**config.mk**
```make
export PLATFORM = sky130hd
export DESIGN_NAME = uart_status_flags
export DESIGN_NICKNAME = d
export VERILOG_FILES = /design/src/logic/uart_status_flags_pkg.sv /design/src/logic/uart_status_flags.sv
export SDC_FILE = /design/constraint.sdc
export NUM_CORES = 1
export LEC_CHECK = 0
export BUFFER_PORTS_ARGS = -buffer_cell sky130_fd_sc_hd__clkbuf_2
export CORE_UTILIZATION = 40
export CTS_BUF_LIST = sky130_fd_sc_hd__clkbuf_4 sky130_fd_sc_hd__clkbuf_8
export DETAILED_ROUTE_END_ITERATION = 6
export PLACE_DENSITY_LB_ADDON = 0.08
export SYNTH_ARGS = -nofsm -noshare
export SYNTH_HDL_FRONTEND = slang
export SYNTH_SLANG_ARGS = --single-unit
```
**constraint.sdc**
```tcl
create_clock -name pclk -period 3.3 [get_ports pclk]
set_input_delay 0 -clock pclk [delete_from_list [all_inputs] [get_ports pclk]]
set_output_delay 0 -clock pclk [all_outputs]
set_load 0.005 [all_outputs]
```
**src/logic/uart_status_flags_pkg.sv**
```systemverilog
// Register map, field positions, carriers and states of the serial port
package uart_status_flags_pkg;
   localparam int ADDR_W = 8;
   localparam logic [ADDR_W-1:0] STATUS_OFS = 8'h00;
   localparam logic [ADDR_W-1:0] CTRL1_OFS = 8'h04;
   localparam logic [ADDR_W-1:0] CTRL2_OFS = 8'h08;
   localparam logic [ADDR_W-1:0] DATA_OFS = 8'h0c;
   localparam logic [ADDR_W-1:0] BAUD_OFS = 8'h10;
   // control_one fields
   localparam int EN_BIT = 7;
   localparam int NINE_BIT = 6;
   localparam int PAR_BIT = 5;
   localparam int ODD_BIT = 4;
   localparam int STOP2_BIT = 3;
   localparam int BRK_BIT = 2;
   localparam int TX8_BIT = 0;
   // control_two fields
   localparam int TRANSMITTER_ENABLE_BIT = 7;
   localparam int RECEIVER_ENABLE_BIT = 6;
   localparam int HS_BIT = 5;
   localparam int RIE_BIT = 2;
   localparam logic [7:0] CTRL_RST = 8'h00;
   localparam logic [7:0] BAUD_RST = 8'h00;
   // Oversampling: sixteen ticks per bit, three votes near the centre
   localparam logic [3:0] OVS_LAST = 4'hf;
   localparam logic [3:0] MID_A = 4'h7;
   localparam logic [3:0] MID_B = 4'h8;
   localparam logic [3:0] MID_C = 4'h9;
   localparam logic [1:0] LOW_PAD = 2'h3;
   localparam logic [3:0] BITS8 = 4'h8;
   localparam logic [3:0] BITS9 = 4'h9;
   localparam logic [8:0] MASK8 = 9'h07f;
   localparam logic [8:0] MASK9 = 9'h0ff;
   localparam logic [3:0] BRK_BITS = 4'hd;
   localparam int RX_DEPTH = 2;
   localparam logic [1:0] RX_FULL = 2'h2;

   typedef struct packed {
      logic parity_error_flag;
      logic nf;
      logic framing_error_flag;
      logic overrun_flag;
      logic receiver_idle_flag;
      logic receive_data_available;
      logic transmitter_idle_flag;
      logic transmit_holding_empty;
   } status_s;
   localparam status_s STATUS_RST = 8'h0b;

   typedef struct packed {
      logic psel;
      logic penable;
      logic pwrite;
      logic [ADDR_W-1:0] paddr;
      logic [31:0] pwdata;
   } apb_req_s;

   typedef struct packed {
      logic pready;
      logic pslverr;
      logic [31:0] prdata;
   } apb_rsp_s;

   typedef enum logic [3:0] {
      RX_IDLE = 4'h1, RX_START = 4'h2, RX_DATA = 4'h4, RX_STOP = 4'h8
   } rx_state_e;

   typedef enum logic [4:0] {
      TX_IDLE = 5'h01, TX_START = 5'h02, TX_DATA = 5'h04,
      TX_STOP = 5'h08, TX_BRK = 5'h10
   } tx_state_e;
endpackage

```
**src/logic/uart_status_flags.sv**
```systemverilog
// Async serial transceiver with status flags and APB register slave
//
// The implementer's own choices: register access over APB and the register offsets.
`timescale 1ns/10ps

// What this block does
// - Status register is read-only; writes to it change nothing.
// - Parity error flag set on failed parity check, only with parity on.
// - Status read then data access clears parity, noise, framing, overrun.
// - Noise flag set with receive-available; never for an overrun character.
// - Overrun sets on full buffer and blocks later transfers while set.
// - Receiver idle low from start detect to stop-bit centre, else high.
// - Character into data register sets receive-available; interrupt if enabled.
// - Noise, framing, parity flags set in same cycle as receive-available.
// - Receive-available clears after status read, data read, buffer empty.
// - Transmitter idle only with holding empty and nothing shifting out.
// - Transmit line high while transmitter idle flag is set.
// - Status read with idle set then data write clears transmitter idle.
// - Transmitter idle not set while character or break is queued.
// - Holding-empty set when character moves into the shift register.
// - Status read with holding-empty set then data write clears it.
// - Enabling the transmitter sets holding-empty.
// - One data address: writes transmit, reads return received data.
// - Bit rate comes from a separate 8-bit divisor register.
// - Received characters wait in a two-entry buffer.
// - Characters travel least significant bit first.
// - Disable clears error flags and receive-available, sets idle flags.
// - Break: finish buffered data, then line low 13+ bits until cleared.
module uart_status_flags (
   input wire logic pclk,
   input wire logic presetn,
   input wire logic clk_en,
   input wire uart_status_flags_pkg::apb_req_s apb_req,
   output uart_status_flags_pkg::apb_rsp_s apb_rsp,
   input wire logic rx_pin,
   output logic tx_line,
   output logic tx_oe_n,
   output logic rx_irq
);
   import uart_status_flags_pkg::*;

   logic [7:0] ctl1_q, ctl2_q, baud_q, rd_mux;
   logic parity_error_flag_q, nf_q, framing_error_flag_q, overrun_flag_q, receiver_idle_flag_q, receive_data_available_q, transmitter_idle_flag_q, transmit_holding_empty_q;
   logic err_arm_q, rx_arm_q, transmit_holding_empty_arm_q, transmitter_idle_flag_arm_q, mapped;
   logic irq_q, line_q, oe_n_q;
   apb_rsp_s rsp_q;
   status_s st;
   logic [8:0] rx_mem_q [RX_DEPTH];
   logic rx_head_q;
   logic [1:0] rx_cnt_q;

   assign st = {parity_error_flag_q, nf_q, framing_error_flag_q, overrun_flag_q, receiver_idle_flag_q, receive_data_available_q, transmitter_idle_flag_q,
      transmit_holding_empty_q};

   ////////////////////////////////////////////////////////////////////
   // Register bus
   wire en = ctl1_q[EN_BIT];
   wire acc = clk_en & apb_req.psel & apb_req.penable & ~rsp_q.pready;
   wire wr = acc & apb_req.pwrite;
   wire rd = acc & ~apb_req.pwrite;
   wire st_rd = rd & (apb_req.paddr == STATUS_OFS);
   wire data_acc = acc & (apb_req.paddr == DATA_OFS);
   wire data_rd = data_acc & ~apb_req.pwrite;
   wire data_wr = data_acc & apb_req.pwrite;
   wire [8:0] rx_head = rx_mem_q[rx_head_q];

   always_comb begin
      mapped = 1'b1;
      case (apb_req.paddr)
         STATUS_OFS: rd_mux = st;
         CTRL1_OFS: rd_mux = {ctl1_q[7:2], rx_head[8], 1'b0};
         CTRL2_OFS: rd_mux = ctl2_q;
         DATA_OFS: rd_mux = rx_head[7:0];
         BAUD_OFS: rd_mux = baud_q;
         default: begin
            rd_mux = 8'h00;
            mapped = 1'b0;
         end
      endcase
   end

   // One wait state: side effects land at the edge before pready
   always_ff @(posedge pclk or negedge presetn) begin
      if (!presetn) begin
         rsp_q <= '0;
      end else if (clk_en) begin
         rsp_q.pready <= acc;
         if (acc) begin
            rsp_q.pslverr <= ~mapped;
            rsp_q.prdata <= apb_req.pwrite ? 32'h0 : {24'h0, rd_mux};
         end
      end
   end

   // Status offset has no write path at all
   always_ff @(posedge pclk or negedge presetn) begin
      if (!presetn) begin
         ctl1_q <= CTRL_RST;
         ctl2_q <= CTRL_RST;
         baud_q <= BAUD_RST;
      end else if (clk_en) begin
         if (wr && apb_req.paddr == CTRL1_OFS) begin
            ctl1_q <= apb_req.pwdata[7:0];
         end else if (!en) begin
            ctl1_q[BRK_BIT] <= 1'b0;
         end
         if (wr && apb_req.paddr == CTRL2_OFS) begin
            ctl2_q <= apb_req.pwdata[7:0];
         end else if (!en) begin
            ctl2_q[TRANSMITTER_ENABLE_BIT] <= 1'b0;
            ctl2_q[RECEIVER_ENABLE_BIT] <= 1'b0;
         end
         if (wr && apb_req.paddr == BAUD_OFS) begin
            baud_q <= apb_req.pwdata[7:0];
         end
      end
   end

   // Status read arms the clears that the next data access performs
   always_ff @(posedge pclk or negedge presetn) begin
      if (!presetn) begin
         err_arm_q <= 1'b0;
         rx_arm_q <= 1'b0;
         transmit_holding_empty_arm_q <= 1'b0;
         transmitter_idle_flag_arm_q <= 1'b0;
      end else if (st_rd) begin
         err_arm_q <= 1'b1;
         rx_arm_q <= receive_data_available_q;
         transmit_holding_empty_arm_q <= transmit_holding_empty_q;
         transmitter_idle_flag_arm_q <= transmitter_idle_flag_q;
      end else begin
         if (data_acc) begin
            err_arm_q <= 1'b0;
         end
         if (data_rd) begin
            rx_arm_q <= 1'b0;
         end
         if (data_wr) begin
            transmit_holding_empty_arm_q <= 1'b0;
            transmitter_idle_flag_arm_q <= 1'b0;
         end
      end
   end

   ////////////////////////////////////////////////////////////////////
   // Baud tick: sixteen per bit
   logic [9:0] pre_q;
   wire [9:0] pre_top = ctl2_q[HS_BIT] ? {2'b00, baud_q} : {baud_q, LOW_PAD};
   wire tick = clk_en & en & (pre_q == pre_top);

   always_ff @(posedge pclk or negedge presetn) begin
      if (!presetn) begin
         pre_q <= '0;
      end else if (clk_en) begin
         if (!en || tick) begin
            pre_q <= '0;
         end else begin
            pre_q <= pre_q + 10'h001;
         end
      end
   end

   ////////////////////////////////////////////////////////////////////
   // Receiver
   logic rx_s1_q, rx_s2_q, rx_par_q, rx_nz_q;
   logic [3:0] rx_ovs_q, rx_bit_q;
   logic [8:0] rx_sh_q;
   logic [1:0] rx_smp_q;
   rx_state_e rx_q;

   always_ff @(posedge pclk or negedge presetn) begin
      if (!presetn) begin
         rx_s1_q <= 1'b1;
         rx_s2_q <= 1'b1;
      end else if (clk_en) begin
         rx_s1_q <= rx_pin;
         rx_s2_q <= rx_s1_q;
      end
   end

   wire rx_run = en & ctl2_q[RECEIVER_ENABLE_BIT];
   wire nine = ctl1_q[NINE_BIT];
   wire [3:0] n_bits = nine ? BITS9 : BITS8;
   wire maj = (rx_smp_q[0] & rx_smp_q[1]) | (rx_smp_q[0] & rx_s2_q) |
      (rx_smp_q[1] & rx_s2_q);
   wire nz = (rx_smp_q[0] != rx_s2_q) | (rx_smp_q[1] != rx_s2_q);
   wire mid = tick & (rx_ovs_q == MID_C);
   // Gated so a receiver switched off at the stop centre stores nothing
   wire rx_done = mid & (rx_q == RX_STOP) & rx_run;
   wire pe_ev = ctl1_q[PAR_BIT] & (rx_par_q ^ ctl1_q[ODD_BIT]);
   wire [8:0] rx_all = nine ? rx_sh_q : {1'b0, rx_sh_q[8:1]};
   wire [8:0] rx_word = ctl1_q[PAR_BIT] ? rx_all & (nine ? MASK9 : MASK8)
      : rx_all;

   always_ff @(posedge pclk or negedge presetn) begin
      if (!presetn) begin
         rx_q <= RX_IDLE;
         receiver_idle_flag_q <= STATUS_RST.receiver_idle_flag;
         rx_ovs_q <= '0;
         rx_bit_q <= '0;
         rx_sh_q <= '0;
         rx_smp_q <= '0;
         rx_par_q <= 1'b0;
         rx_nz_q <= 1'b0;
      end else if (clk_en) begin
         if (!rx_run) begin
            rx_q <= RX_IDLE;
            receiver_idle_flag_q <= 1'b1;
         end else if (tick) begin
            rx_ovs_q <= rx_ovs_q + 4'h1;
            if (rx_ovs_q == MID_A) begin
               rx_smp_q[0] <= rx_s2_q;
            end
            if (rx_ovs_q == MID_B) begin
               rx_smp_q[1] <= rx_s2_q;
            end
            case (rx_q)
               RX_IDLE: if (!rx_s2_q) begin
                  rx_q <= RX_START;
                  receiver_idle_flag_q <= 1'b0;
                  rx_ovs_q <= '0;
                  rx_bit_q <= '0;
                  rx_par_q <= 1'b0;
                  rx_nz_q <= 1'b0;
               end
               RX_START: if (mid && maj) begin
                  rx_q <= RX_IDLE;
                  receiver_idle_flag_q <= 1'b1;
               end else if (rx_ovs_q == OVS_LAST) begin
                  rx_q <= RX_DATA;
               end
               RX_DATA: begin
                  if (mid) begin
                     rx_sh_q <= {maj, rx_sh_q[8:1]};
                     rx_par_q <= rx_par_q ^ maj;
                     rx_nz_q <= rx_nz_q | nz;
                  end
                  if (rx_ovs_q == OVS_LAST) begin
                     if (rx_bit_q == n_bits - 4'h1) begin
                        rx_q <= RX_STOP;
                     end else begin
                        rx_bit_q <= rx_bit_q + 4'h1;
                     end
                  end
               end
               RX_STOP: if (mid) begin
                  rx_q <= RX_IDLE;
                  receiver_idle_flag_q <= 1'b1;
               end
               default: rx_q <= RX_IDLE;
            endcase
         end
      end
   end

   // Buffer refuses new words while overrun stands, even with room
   wire push = rx_done & ~overrun_flag_q & (rx_cnt_q != RX_FULL);
   wire ovr = rx_done & (rx_cnt_q == RX_FULL);
   wire pop = data_rd & (rx_cnt_q != 2'h0);
   wire clr_err = data_acc & err_arm_q;

   always_ff @(posedge pclk or negedge presetn) begin
      if (!presetn) begin
         rx_head_q <= 1'b0;
         rx_cnt_q <= '0;
         rx_mem_q <= '{default: '0};
      end else if (clk_en) begin
         if (!rx_run) begin
            rx_head_q <= 1'b0;
            rx_cnt_q <= '0;
         end else begin
            if (push) begin
               rx_mem_q[rx_head_q ^ rx_cnt_q[0]] <= rx_word;
            end
            if (pop) begin
               rx_head_q <= ~rx_head_q;
            end
            rx_cnt_q <= rx_cnt_q + {1'b0, push} - {1'b0, pop};
         end
      end
   end

   // Set terms win over the software clear
   always_ff @(posedge pclk or negedge presetn) begin
      if (!presetn) begin
         parity_error_flag_q <= STATUS_RST.parity_error_flag;
         nf_q <= STATUS_RST.nf;
         framing_error_flag_q <= STATUS_RST.framing_error_flag;
         overrun_flag_q <= STATUS_RST.overrun_flag;
         receive_data_available_q <= STATUS_RST.receive_data_available;
         irq_q <= 1'b0;
      end else if (clk_en) begin
         irq_q <= receive_data_available_q & ctl2_q[RIE_BIT];
         if (!en) begin
            parity_error_flag_q <= 1'b0;
            nf_q <= 1'b0;
            framing_error_flag_q <= 1'b0;
            overrun_flag_q <= 1'b0;
            receive_data_available_q <= 1'b0;
         end else begin
            parity_error_flag_q <= (push & pe_ev) | (parity_error_flag_q & ~clr_err);
            nf_q <= (push & (rx_nz_q | nz)) | (nf_q & ~clr_err);
            framing_error_flag_q <= (push & ~maj) | (framing_error_flag_q & ~clr_err);
            overrun_flag_q <= ovr | (overrun_flag_q & ~clr_err);
            receive_data_available_q <= push | (receive_data_available_q & rx_run &
               ~(rx_arm_q & pop & (rx_cnt_q == 2'h1)));
         end
      end
   end

   ////////////////////////////////////////////////////////////////////
   // Transmitter
   logic [8:0] thr_q, tx_sh_q;
   logic thr_full_q, tx_par_q;
   logic [3:0] tx_ovs_q, tx_bit_q;
   tx_state_e tx_q;

   wire tx_run = en & ctl2_q[TRANSMITTER_ENABLE_BIT];
   wire brk = ctl1_q[BRK_BIT];
   wire tx_load = tx_run & thr_full_q & (tx_q == TX_IDLE);
   wire bit_end = tick & (tx_ovs_q == OVS_LAST);
   wire tx_last = tx_bit_q == n_bits - 4'h1;

   always_ff @(posedge pclk or negedge presetn) begin
      if (!presetn) begin
         thr_q <= '0;
         thr_full_q <= 1'b0;
      end else if (clk_en) begin
         if (!tx_run) begin
            thr_full_q <= 1'b0;
         end else if (data_wr) begin
            thr_q <= {ctl1_q[TX8_BIT], apb_req.pwdata[7:0]};
            thr_full_q <= 1'b1;
         end else if (tx_load) begin
            thr_full_q <= 1'b0;
         end
      end
   end

   always_ff @(posedge pclk or negedge presetn) begin
      if (!presetn) begin
         tx_q <= TX_IDLE;
         tx_ovs_q <= '0;
         tx_bit_q <= '0;
         tx_sh_q <= '0;
         tx_par_q <= 1'b0;
         line_q <= 1'b1;
         oe_n_q <= 1'b1;
      end else if (clk_en) begin
         oe_n_q <= ~tx_run;
         if (tick) begin
            tx_ovs_q <= tx_ovs_q + 4'h1;
         end
         if (!tx_run) begin
            tx_q <= TX_IDLE;
            line_q <= 1'b1;
         end else begin
            case (tx_q)
               TX_IDLE: begin
                  line_q <= 1'b1;
                  tx_ovs_q <= '0;
                  tx_bit_q <= '0;
                  tx_par_q <= 1'b0;
                  // Buffered data goes first, the break waits
                  if (tx_load) begin
                     tx_q <= TX_START;
                     tx_sh_q <= thr_q;
                  end else if (brk) begin
                     tx_q <= TX_BRK;
                  end
               end
               TX_START: begin
                  line_q <= 1'b0;
                  if (bit_end) begin
                     tx_q <= TX_DATA;
                  end
               end
               TX_DATA: begin
                  line_q <= (tx_last && ctl1_q[PAR_BIT]) ?
                     tx_par_q ^ ctl1_q[ODD_BIT] : tx_sh_q[0];
                  if (bit_end) begin
                     tx_sh_q <= {1'b0, tx_sh_q[8:1]};
                     tx_par_q <= tx_par_q ^ tx_sh_q[0];
                     tx_bit_q <= tx_last ? 4'h0 : tx_bit_q + 4'h1;
                     if (tx_last) begin
                        tx_q <= TX_STOP;
                     end
                  end
               end
               TX_STOP: begin
                  line_q <= 1'b1;
                  if (bit_end) begin
                     if (ctl1_q[STOP2_BIT] && tx_bit_q == 4'h0) begin
                        tx_bit_q <= 4'h1;
                     end else begin
                        tx_q <= TX_IDLE;
                     end
                  end
               end
               TX_BRK: begin
                  line_q <= 1'b0;
                  if (bit_end && tx_bit_q != BRK_BITS) begin
                     tx_bit_q <= tx_bit_q + 4'h1;
                  end
                  if (tx_bit_q == BRK_BITS && !brk) begin
                     tx_q <= TX_IDLE;
                  end
               end
               default: tx_q <= TX_IDLE;
            endcase
         end
      end
   end

   always_ff @(posedge pclk or negedge presetn) begin
      if (!presetn) begin
         transmit_holding_empty_q <= STATUS_RST.transmit_holding_empty;
         transmitter_idle_flag_q <= STATUS_RST.transmitter_idle_flag;
      end else if (clk_en) begin
         if (!en) begin
            transmit_holding_empty_q <= 1'b1;
            transmitter_idle_flag_q <= 1'b1;
         end else begin
            transmit_holding_empty_q <= tx_load |
               (wr && apb_req.paddr == CTRL2_OFS &&
               apb_req.pwdata[TRANSMITTER_ENABLE_BIT] && !thr_full_q) |
               (transmit_holding_empty_q & ~(data_wr & transmit_holding_empty_arm_q));
            transmitter_idle_flag_q <= transmit_holding_empty_q & (tx_q == TX_IDLE) & ~thr_full_q &
               ~brk & ~data_wr &
               ~(data_wr & transmitter_idle_flag_arm_q);
         end
      end
   end

   assign apb_rsp = rsp_q;
   assign tx_line = line_q;
   assign tx_oe_n = oe_n_q;
   assign rx_irq = irq_q;
endmodule

```
### After elaboration in Yosys (flattened, before gate mapping)

Cells that the tools add are included.

* bits in registers: 164
* input port bits: 47

* add/subtract/negate cells: 8
* order comparisons: 3
* equality and inequality tests: 57
* mux-type cells: 91
* bitwise gates (word level): 81
* reduce and logical (&&, ||, !) cells: 50

Operator list (number)
* $mux 4: 21
* $mux 9: 8
* $and 1x1->1: 48
* $mux 5: 9
* $pmux 8 s5: 1
* $mux 1: 33
* $ne 3x3->1 const B: 11
* $pmux 4 s4: 2
* $pmux 5 s5: 1
* $eq 4x4->1 const B: 6
* $ne 2x2->1 const B: 11
* $reduce_and 7->1: 3
* $mux 10: 2
* $bwmux 18: 1
* $pmux 9 s2: 1
* $reduce_and 2->1: 9
* $add 4x1->4 const B: 4
* $eq 8x4->1 const B: 2
* $mux 8: 2
* $not 1->1: 14
* $ne 4x4->1 const B: 3
* $reduce_and 4->1: 3
* $reduce_and 6->1: 2
* $reduce_bool 2->1: 6
* other kinds (45): 87

### Longest topological paths before layout

* word-level depth: 12
* mapped depth: 14
* gate-level depth less buffers: 12

### Worst setup path after synthesis

No wires, ideal clock.

* path type: flip-flop to flip-flop
* from: register ctl2_q[5]
* to: register rx_cnt_q[1]
* data arrival time: 2.704 ns
* data required time: 3.165 ns
* path slack: 0.462 ns
* stages on the path, launching flop included: 13
* buffers on the path: 1
* clock period less this slack: 2.838 ns
* cells stage by stage: dfrtp_1 -> or4b_1 -> a32oi_4 -> and3_2 -> buf_4 -> nand4_1 -> ha_1 -> inv_1 -> ha_1 -> xor2_1 -> o21ai_0 -> nand2_1 -> o31ai_1

* word-level cells in the longest chain between the ends: 11

RTL lines
* start, declared: RTL line uart_status_flags.sv:42 `logic [7:0] ctl1_q, ctl2_q, baud_q, rd_mux;`
* start signal, assigned: RTL line uart_status_flags.sv:108 `ctl2_q <= apb_req.pwdata[7:0];`
* $mux 10: RTL line uart_status_flags.sv:148 `wire [9:0] pre_top = ctl2_q[HS_BIT] ? {2'b00, baud_q} : {baud_q, LOW_PAD};`
* $eq 10x10->1: RTL line uart_status_flags.sv:149 `wire tick = clk_en & en & (pre_q == pre_top);`
* $and 1x1->1: RTL line uart_status_flags.sv:149
* $and 1x1->1: RTL line uart_status_flags.sv:187 `wire mid = tick & (rx_ovs_q == MID_C);`
* $and 1x1->1 (2 in series): RTL line uart_status_flags.sv:189 `wire rx_done = mid & (rx_q == RX_STOP) & rx_run;`
* $and 1x1->1 (2 in series): RTL line uart_status_flags.sv:257 `wire push = rx_done & ~overrun_flag_q & (rx_cnt_q != RX_FULL);`
* $add 2x1->2: RTL line uart_status_flags.sv:278 `rx_cnt_q <= rx_cnt_q + {1'b0, push} - {1'b0, pop};`
* $sub 2x1->2: RTL line uart_status_flags.sv:278
* $mux 2: RTL line uart_status_flags.sv:268 `if (!rx_run) begin`
* end signal, assigned: RTL line uart_status_flags.sv:278
* end, declared: RTL line uart_status_flags.sv:50 `logic [1:0] rx_cnt_q;`

No other way between the ends.
A chain may end at the register's enable or synchronous reset.

### Worst setup path after layout

Ends and elaborated chain as after synthesis.

==> results.sh <==
export IMPL_r2r_end="rx_cnt_q[1]"
export IMPL_hold_end="apb_rsp[32]"
export IMPL_synth_edf_count=0
export IMPL_max_clock_freq_ghz=0.335
export IMPL_grt_pass1_vias=5808
export IMPL_min_from="apb_req[36]"
export IMPL_finClkSkew_ps=16.2
export IMPL_synth_avg_cell_area_um2=10.3
export IMPL_hp_class="primary input to flop"
export IMPL_ys_seq_area_share_pct=44.7
export IMPL_clkTransAtPathRegs_ps=80
export IMPL_routed_wl_um=19500
export IMPL_critical_path_class="flop to flop"
export IMPL_worstHoldPathCells=3
export IMPL_routed_wl_met2_um=9290
export IMPL_rsz0062_at_grt="false"
export IMPL_worstPathRequired_ps=3630
export IMPL_status="finished, final reports clean"
export IMPL_cts_tree="built"
export IMPL_nets=859
export IMPL_grt_max_degree=88
export IMPL_finalCriticalPeriod_ps=2980
export IMPL_antenna_cells=0
export IMPL_ys_warn_count=0
export IMPL_drtPass1Iterations=5
export IMPL_drt_met1_wl_um=9250
export IMPL_grt_util_all_layers_pct=20.7
export IMPL_clockBufferDepth=2
export IMPL_crit_path_end_kind="flop"
export IMPL_route_detailed_drc=0
export IMPL_syn_area_mm2=0.00775
export IMPL_finalHoldViolations=0
export IMPL_cts_made_buffers=17
export IMPL_post_drt_wl_per_cell_um=18.2
export IMPL_io_pins=84
export IMPL_cp_data_arrival_time_ps=3320
export IMPL_setup_violations=0
export IMPL_start_kind="flop"
export IMPL_setup_tns_ps=0
export IMPL_synth_commonest_cells="dfrtp_1, mux2_2, nand2_1"
export IMPL_path_max_fanout=14
export IMPL_synth_top_cell_area_share_pct=41.7
export IMPL_syn_to_final_growth_pct=12.8
export IMPL_die_area_mm2=0.0199
export IMPL_min_period_over_period_pct=90.5
export IMPL_r2r_slack_ps=320
export IMPL_port_buffers=35
export IMPL_yosysMostFrequentCell="dfrtp_1"
export IMPL_r2r_start="ctl2_q[5]"
export IMPL_chipWidth_um=141
export IMPL_num_vias=5919
export IMPL_cts_max_level=4
export IMPL_dpl_hpwl_um=14100
export IMPL_ctsResizeCount=0
export IMPL_insertion_delay_ps=450
export IMPL_antenna_left=0
export IMPL_overflow=0
export IMPL_p_leak_nw=3.90
export IMPL_drv_slew=0
export IMPL_post_synth_top_area_cell="dfrtp_1"
export IMPL_die_h_um=141
export IMPL_routed_wl_met3_um=728
export IMPL_synth_distinct_cells=78
export IMPL_synthCells=751
export IMPL_post_drt_via_cell_ratio=5.53
export IMPL_root_buffer="clkbuf_8"
export IMPL_peakVddDrop_mv=0.289
export IMPL_drt_initial_drc_count=358
export IMPL_reg2reg_depth=11
export IMPL_gp_congestion=0.855
export IMPL_synth_flop_cell="dfrtp_1"
export IMPL_start_util_pct=41.1
export IMPL_dr_max_layer_used="met4"
export IMPL_drive_gt1_share_pct=24.2
export IMPL_worst_slack_ps=315
export IMPL_power_density_mw_per_mm2=455
export IMPL_cap_violations=0
export IMPL_cts_num_sinks=138
export IMPL_antenna_found_initial=0
export IMPL_ys_seq_elements=138
export IMPL_yosys_top_cells_area="dfrtp_1, mux2_2, dfstp_2"
export IMPL_slew_headroom_pct=43.4
export IMPL_grt_first_pass_wirelength_um=31900
export IMPL_dp_slack_ps=347
export IMPL_fp_row_count=50
export IMPL_post_cts_buffers=0
export IMPL_tightest_slew_ps=849
export IMPL_synthArstFlopShare_pct=100
export IMPL_core_mm2=0.0188
==> layer usage <==
layer / up-vias / GRT usage, %
met5: - / 0
li1: 2809 / -
met1: 2951 / 28.7
met3: 23 / 4.08
met4: 0 / 5.66
met2: 136 / 32.8
==> what timing repair did <==
action                     in CTS  in global routing
hold buffers                   11                  0
setup endpoints to repair       0                  0
hold endpoints to repair      110                  0
==> sequential cells by signal, summed over array words and instances (netlist names), 2 cells and up <==
signal / flops
rx_mem_q: 18
apb_rsp: 10
pre_q: 10
rx_sh_q: 9
thr_q: 9
tx_sh_q: 9
baud_q: 8
ctl2_q: 8
ctl1_q: 7
tx_q: 5
rx_bit_q: 4
rx_ovs_q: 4
rx_q: 4
tx_bit_q: 4
tx_ovs_q: 4
rx_cnt_q: 2
rx_smp_q: 2
==> through the flow <==
step | instance area [um^2] | hold slack, ps | std cells | total power [mW] | utilization, %
after global placement | 8150 | 135 | 1029 | 2.31 | 43.3
after CTS | 8740 | 22.7 | 1071 | 4.02 | 46.4
final | 8740 | 38.5 | 1071 | 3.97 | 46.4
after detailed placement | 8150 | 136 | 1029 | 2.32 | 43.3
after global routing | 8740 | 68.3 | 1071 | 4.15 | 46.4
after floorplan | 7840 | -296 | 774 | 2.14 | -
==> critical path, cell delays in order (launching register included) <==
cell and delay [ps]:
dfrtp_1 560, or4b_1 630, a32oi_4 270, and3_2 260
nand4_1 180, ha_1 350, inv_1 50, ha_1 140
xor2_1 190, o21ai_0 100, nand2_1 80, o31ai_1 60
==> layout by cell type (no fill, tap or decap), types with 18 or more instances in the layout <==
cell type | synthesis | final
conb_1 | 1 | 24
mux2_2 | 86 | 86
o21ai_0 | 45 | 45
clkbuf_2 | 0 | 34
a21oi_1 | 18 | 18
nand3_1 | 25 | 25
inv_1 | 19 | 19
nor3_1 | 21 | 21
nand2_1 | 62 | 62
dfrtp_1 | 129 | 129
nor2_1 | 59 | 59
==> area by class of cell <==
class | instances | area (um^2)
tap | 260 | 325
multi-input combinational | 560 | 3980
fill | 1764 | 10100
clock inverter | 14 | 244
clock buffer | 17 | 234
inverter | 19 | 71.3
timing repair buffer | 63 | 419
sequential | 138 | 3460
==> worst max-delay path by stage <==
| stage | startpoint | to | slack [ps] | depth (start not counted) |
|---|---|---|---|---|
| after detailed placement | ctl2_q[5] | rx_cnt_q[1] | 350 | 11 |
| after CTS | ctl2_q[5] | rx_cnt_q[1] | 330 | 11 |
| after floorplan | ctl2_q[5] | rx_cnt_q[1] | 460 | 12 |
| after global placement | ctl2_q[5] | rx_cnt_q[1] | 380 | 11 |
| after global routing | ctl2_q[5] | rx_cnt_q[1] | 100 | 12 |
| final | ctl2_q[5] | rx_cnt_q[1] | 320 | 11 |
==> cell families (layout without fill, tap and decap cells) <==
| group | after synthesis | in the layout | share of synthesized area [%] |
|---|---|---|---|
| AND/OR/NAND/NOR | 253 | 253 | 17.5 |
| AO/OA/AOI/OAI | 141 | 141 | 12.7 |
| flip-flops | 138 | 138 | 44.7 |
| multiplexers | 105 | 105 | 15.1 |
| buffers and inverters | 76 | 113 | 5.04 |
| XOR/XNOR | 24 | 24 | 2.71 |
| adder cells (fa/ha/maj) | 13 | 13 | 2.10 |
| other | 1 | 24 | 0.0484 |
==> where the power goes <==
group | switching [mW] | total [mW] | internal (mW) | leakage [nW]
clock | 0.703 | 1.68 | 0.978 | 0.233
sequential | 0.0849 | 1.83 | 1.75 | 1.83
combinational | 0.281 | 0.464 | 0.183 | 1.84
total | 1.07 | 3.97 | 2.91 | 3.90
Note: power is estimated with default switching activity, not from simulation.
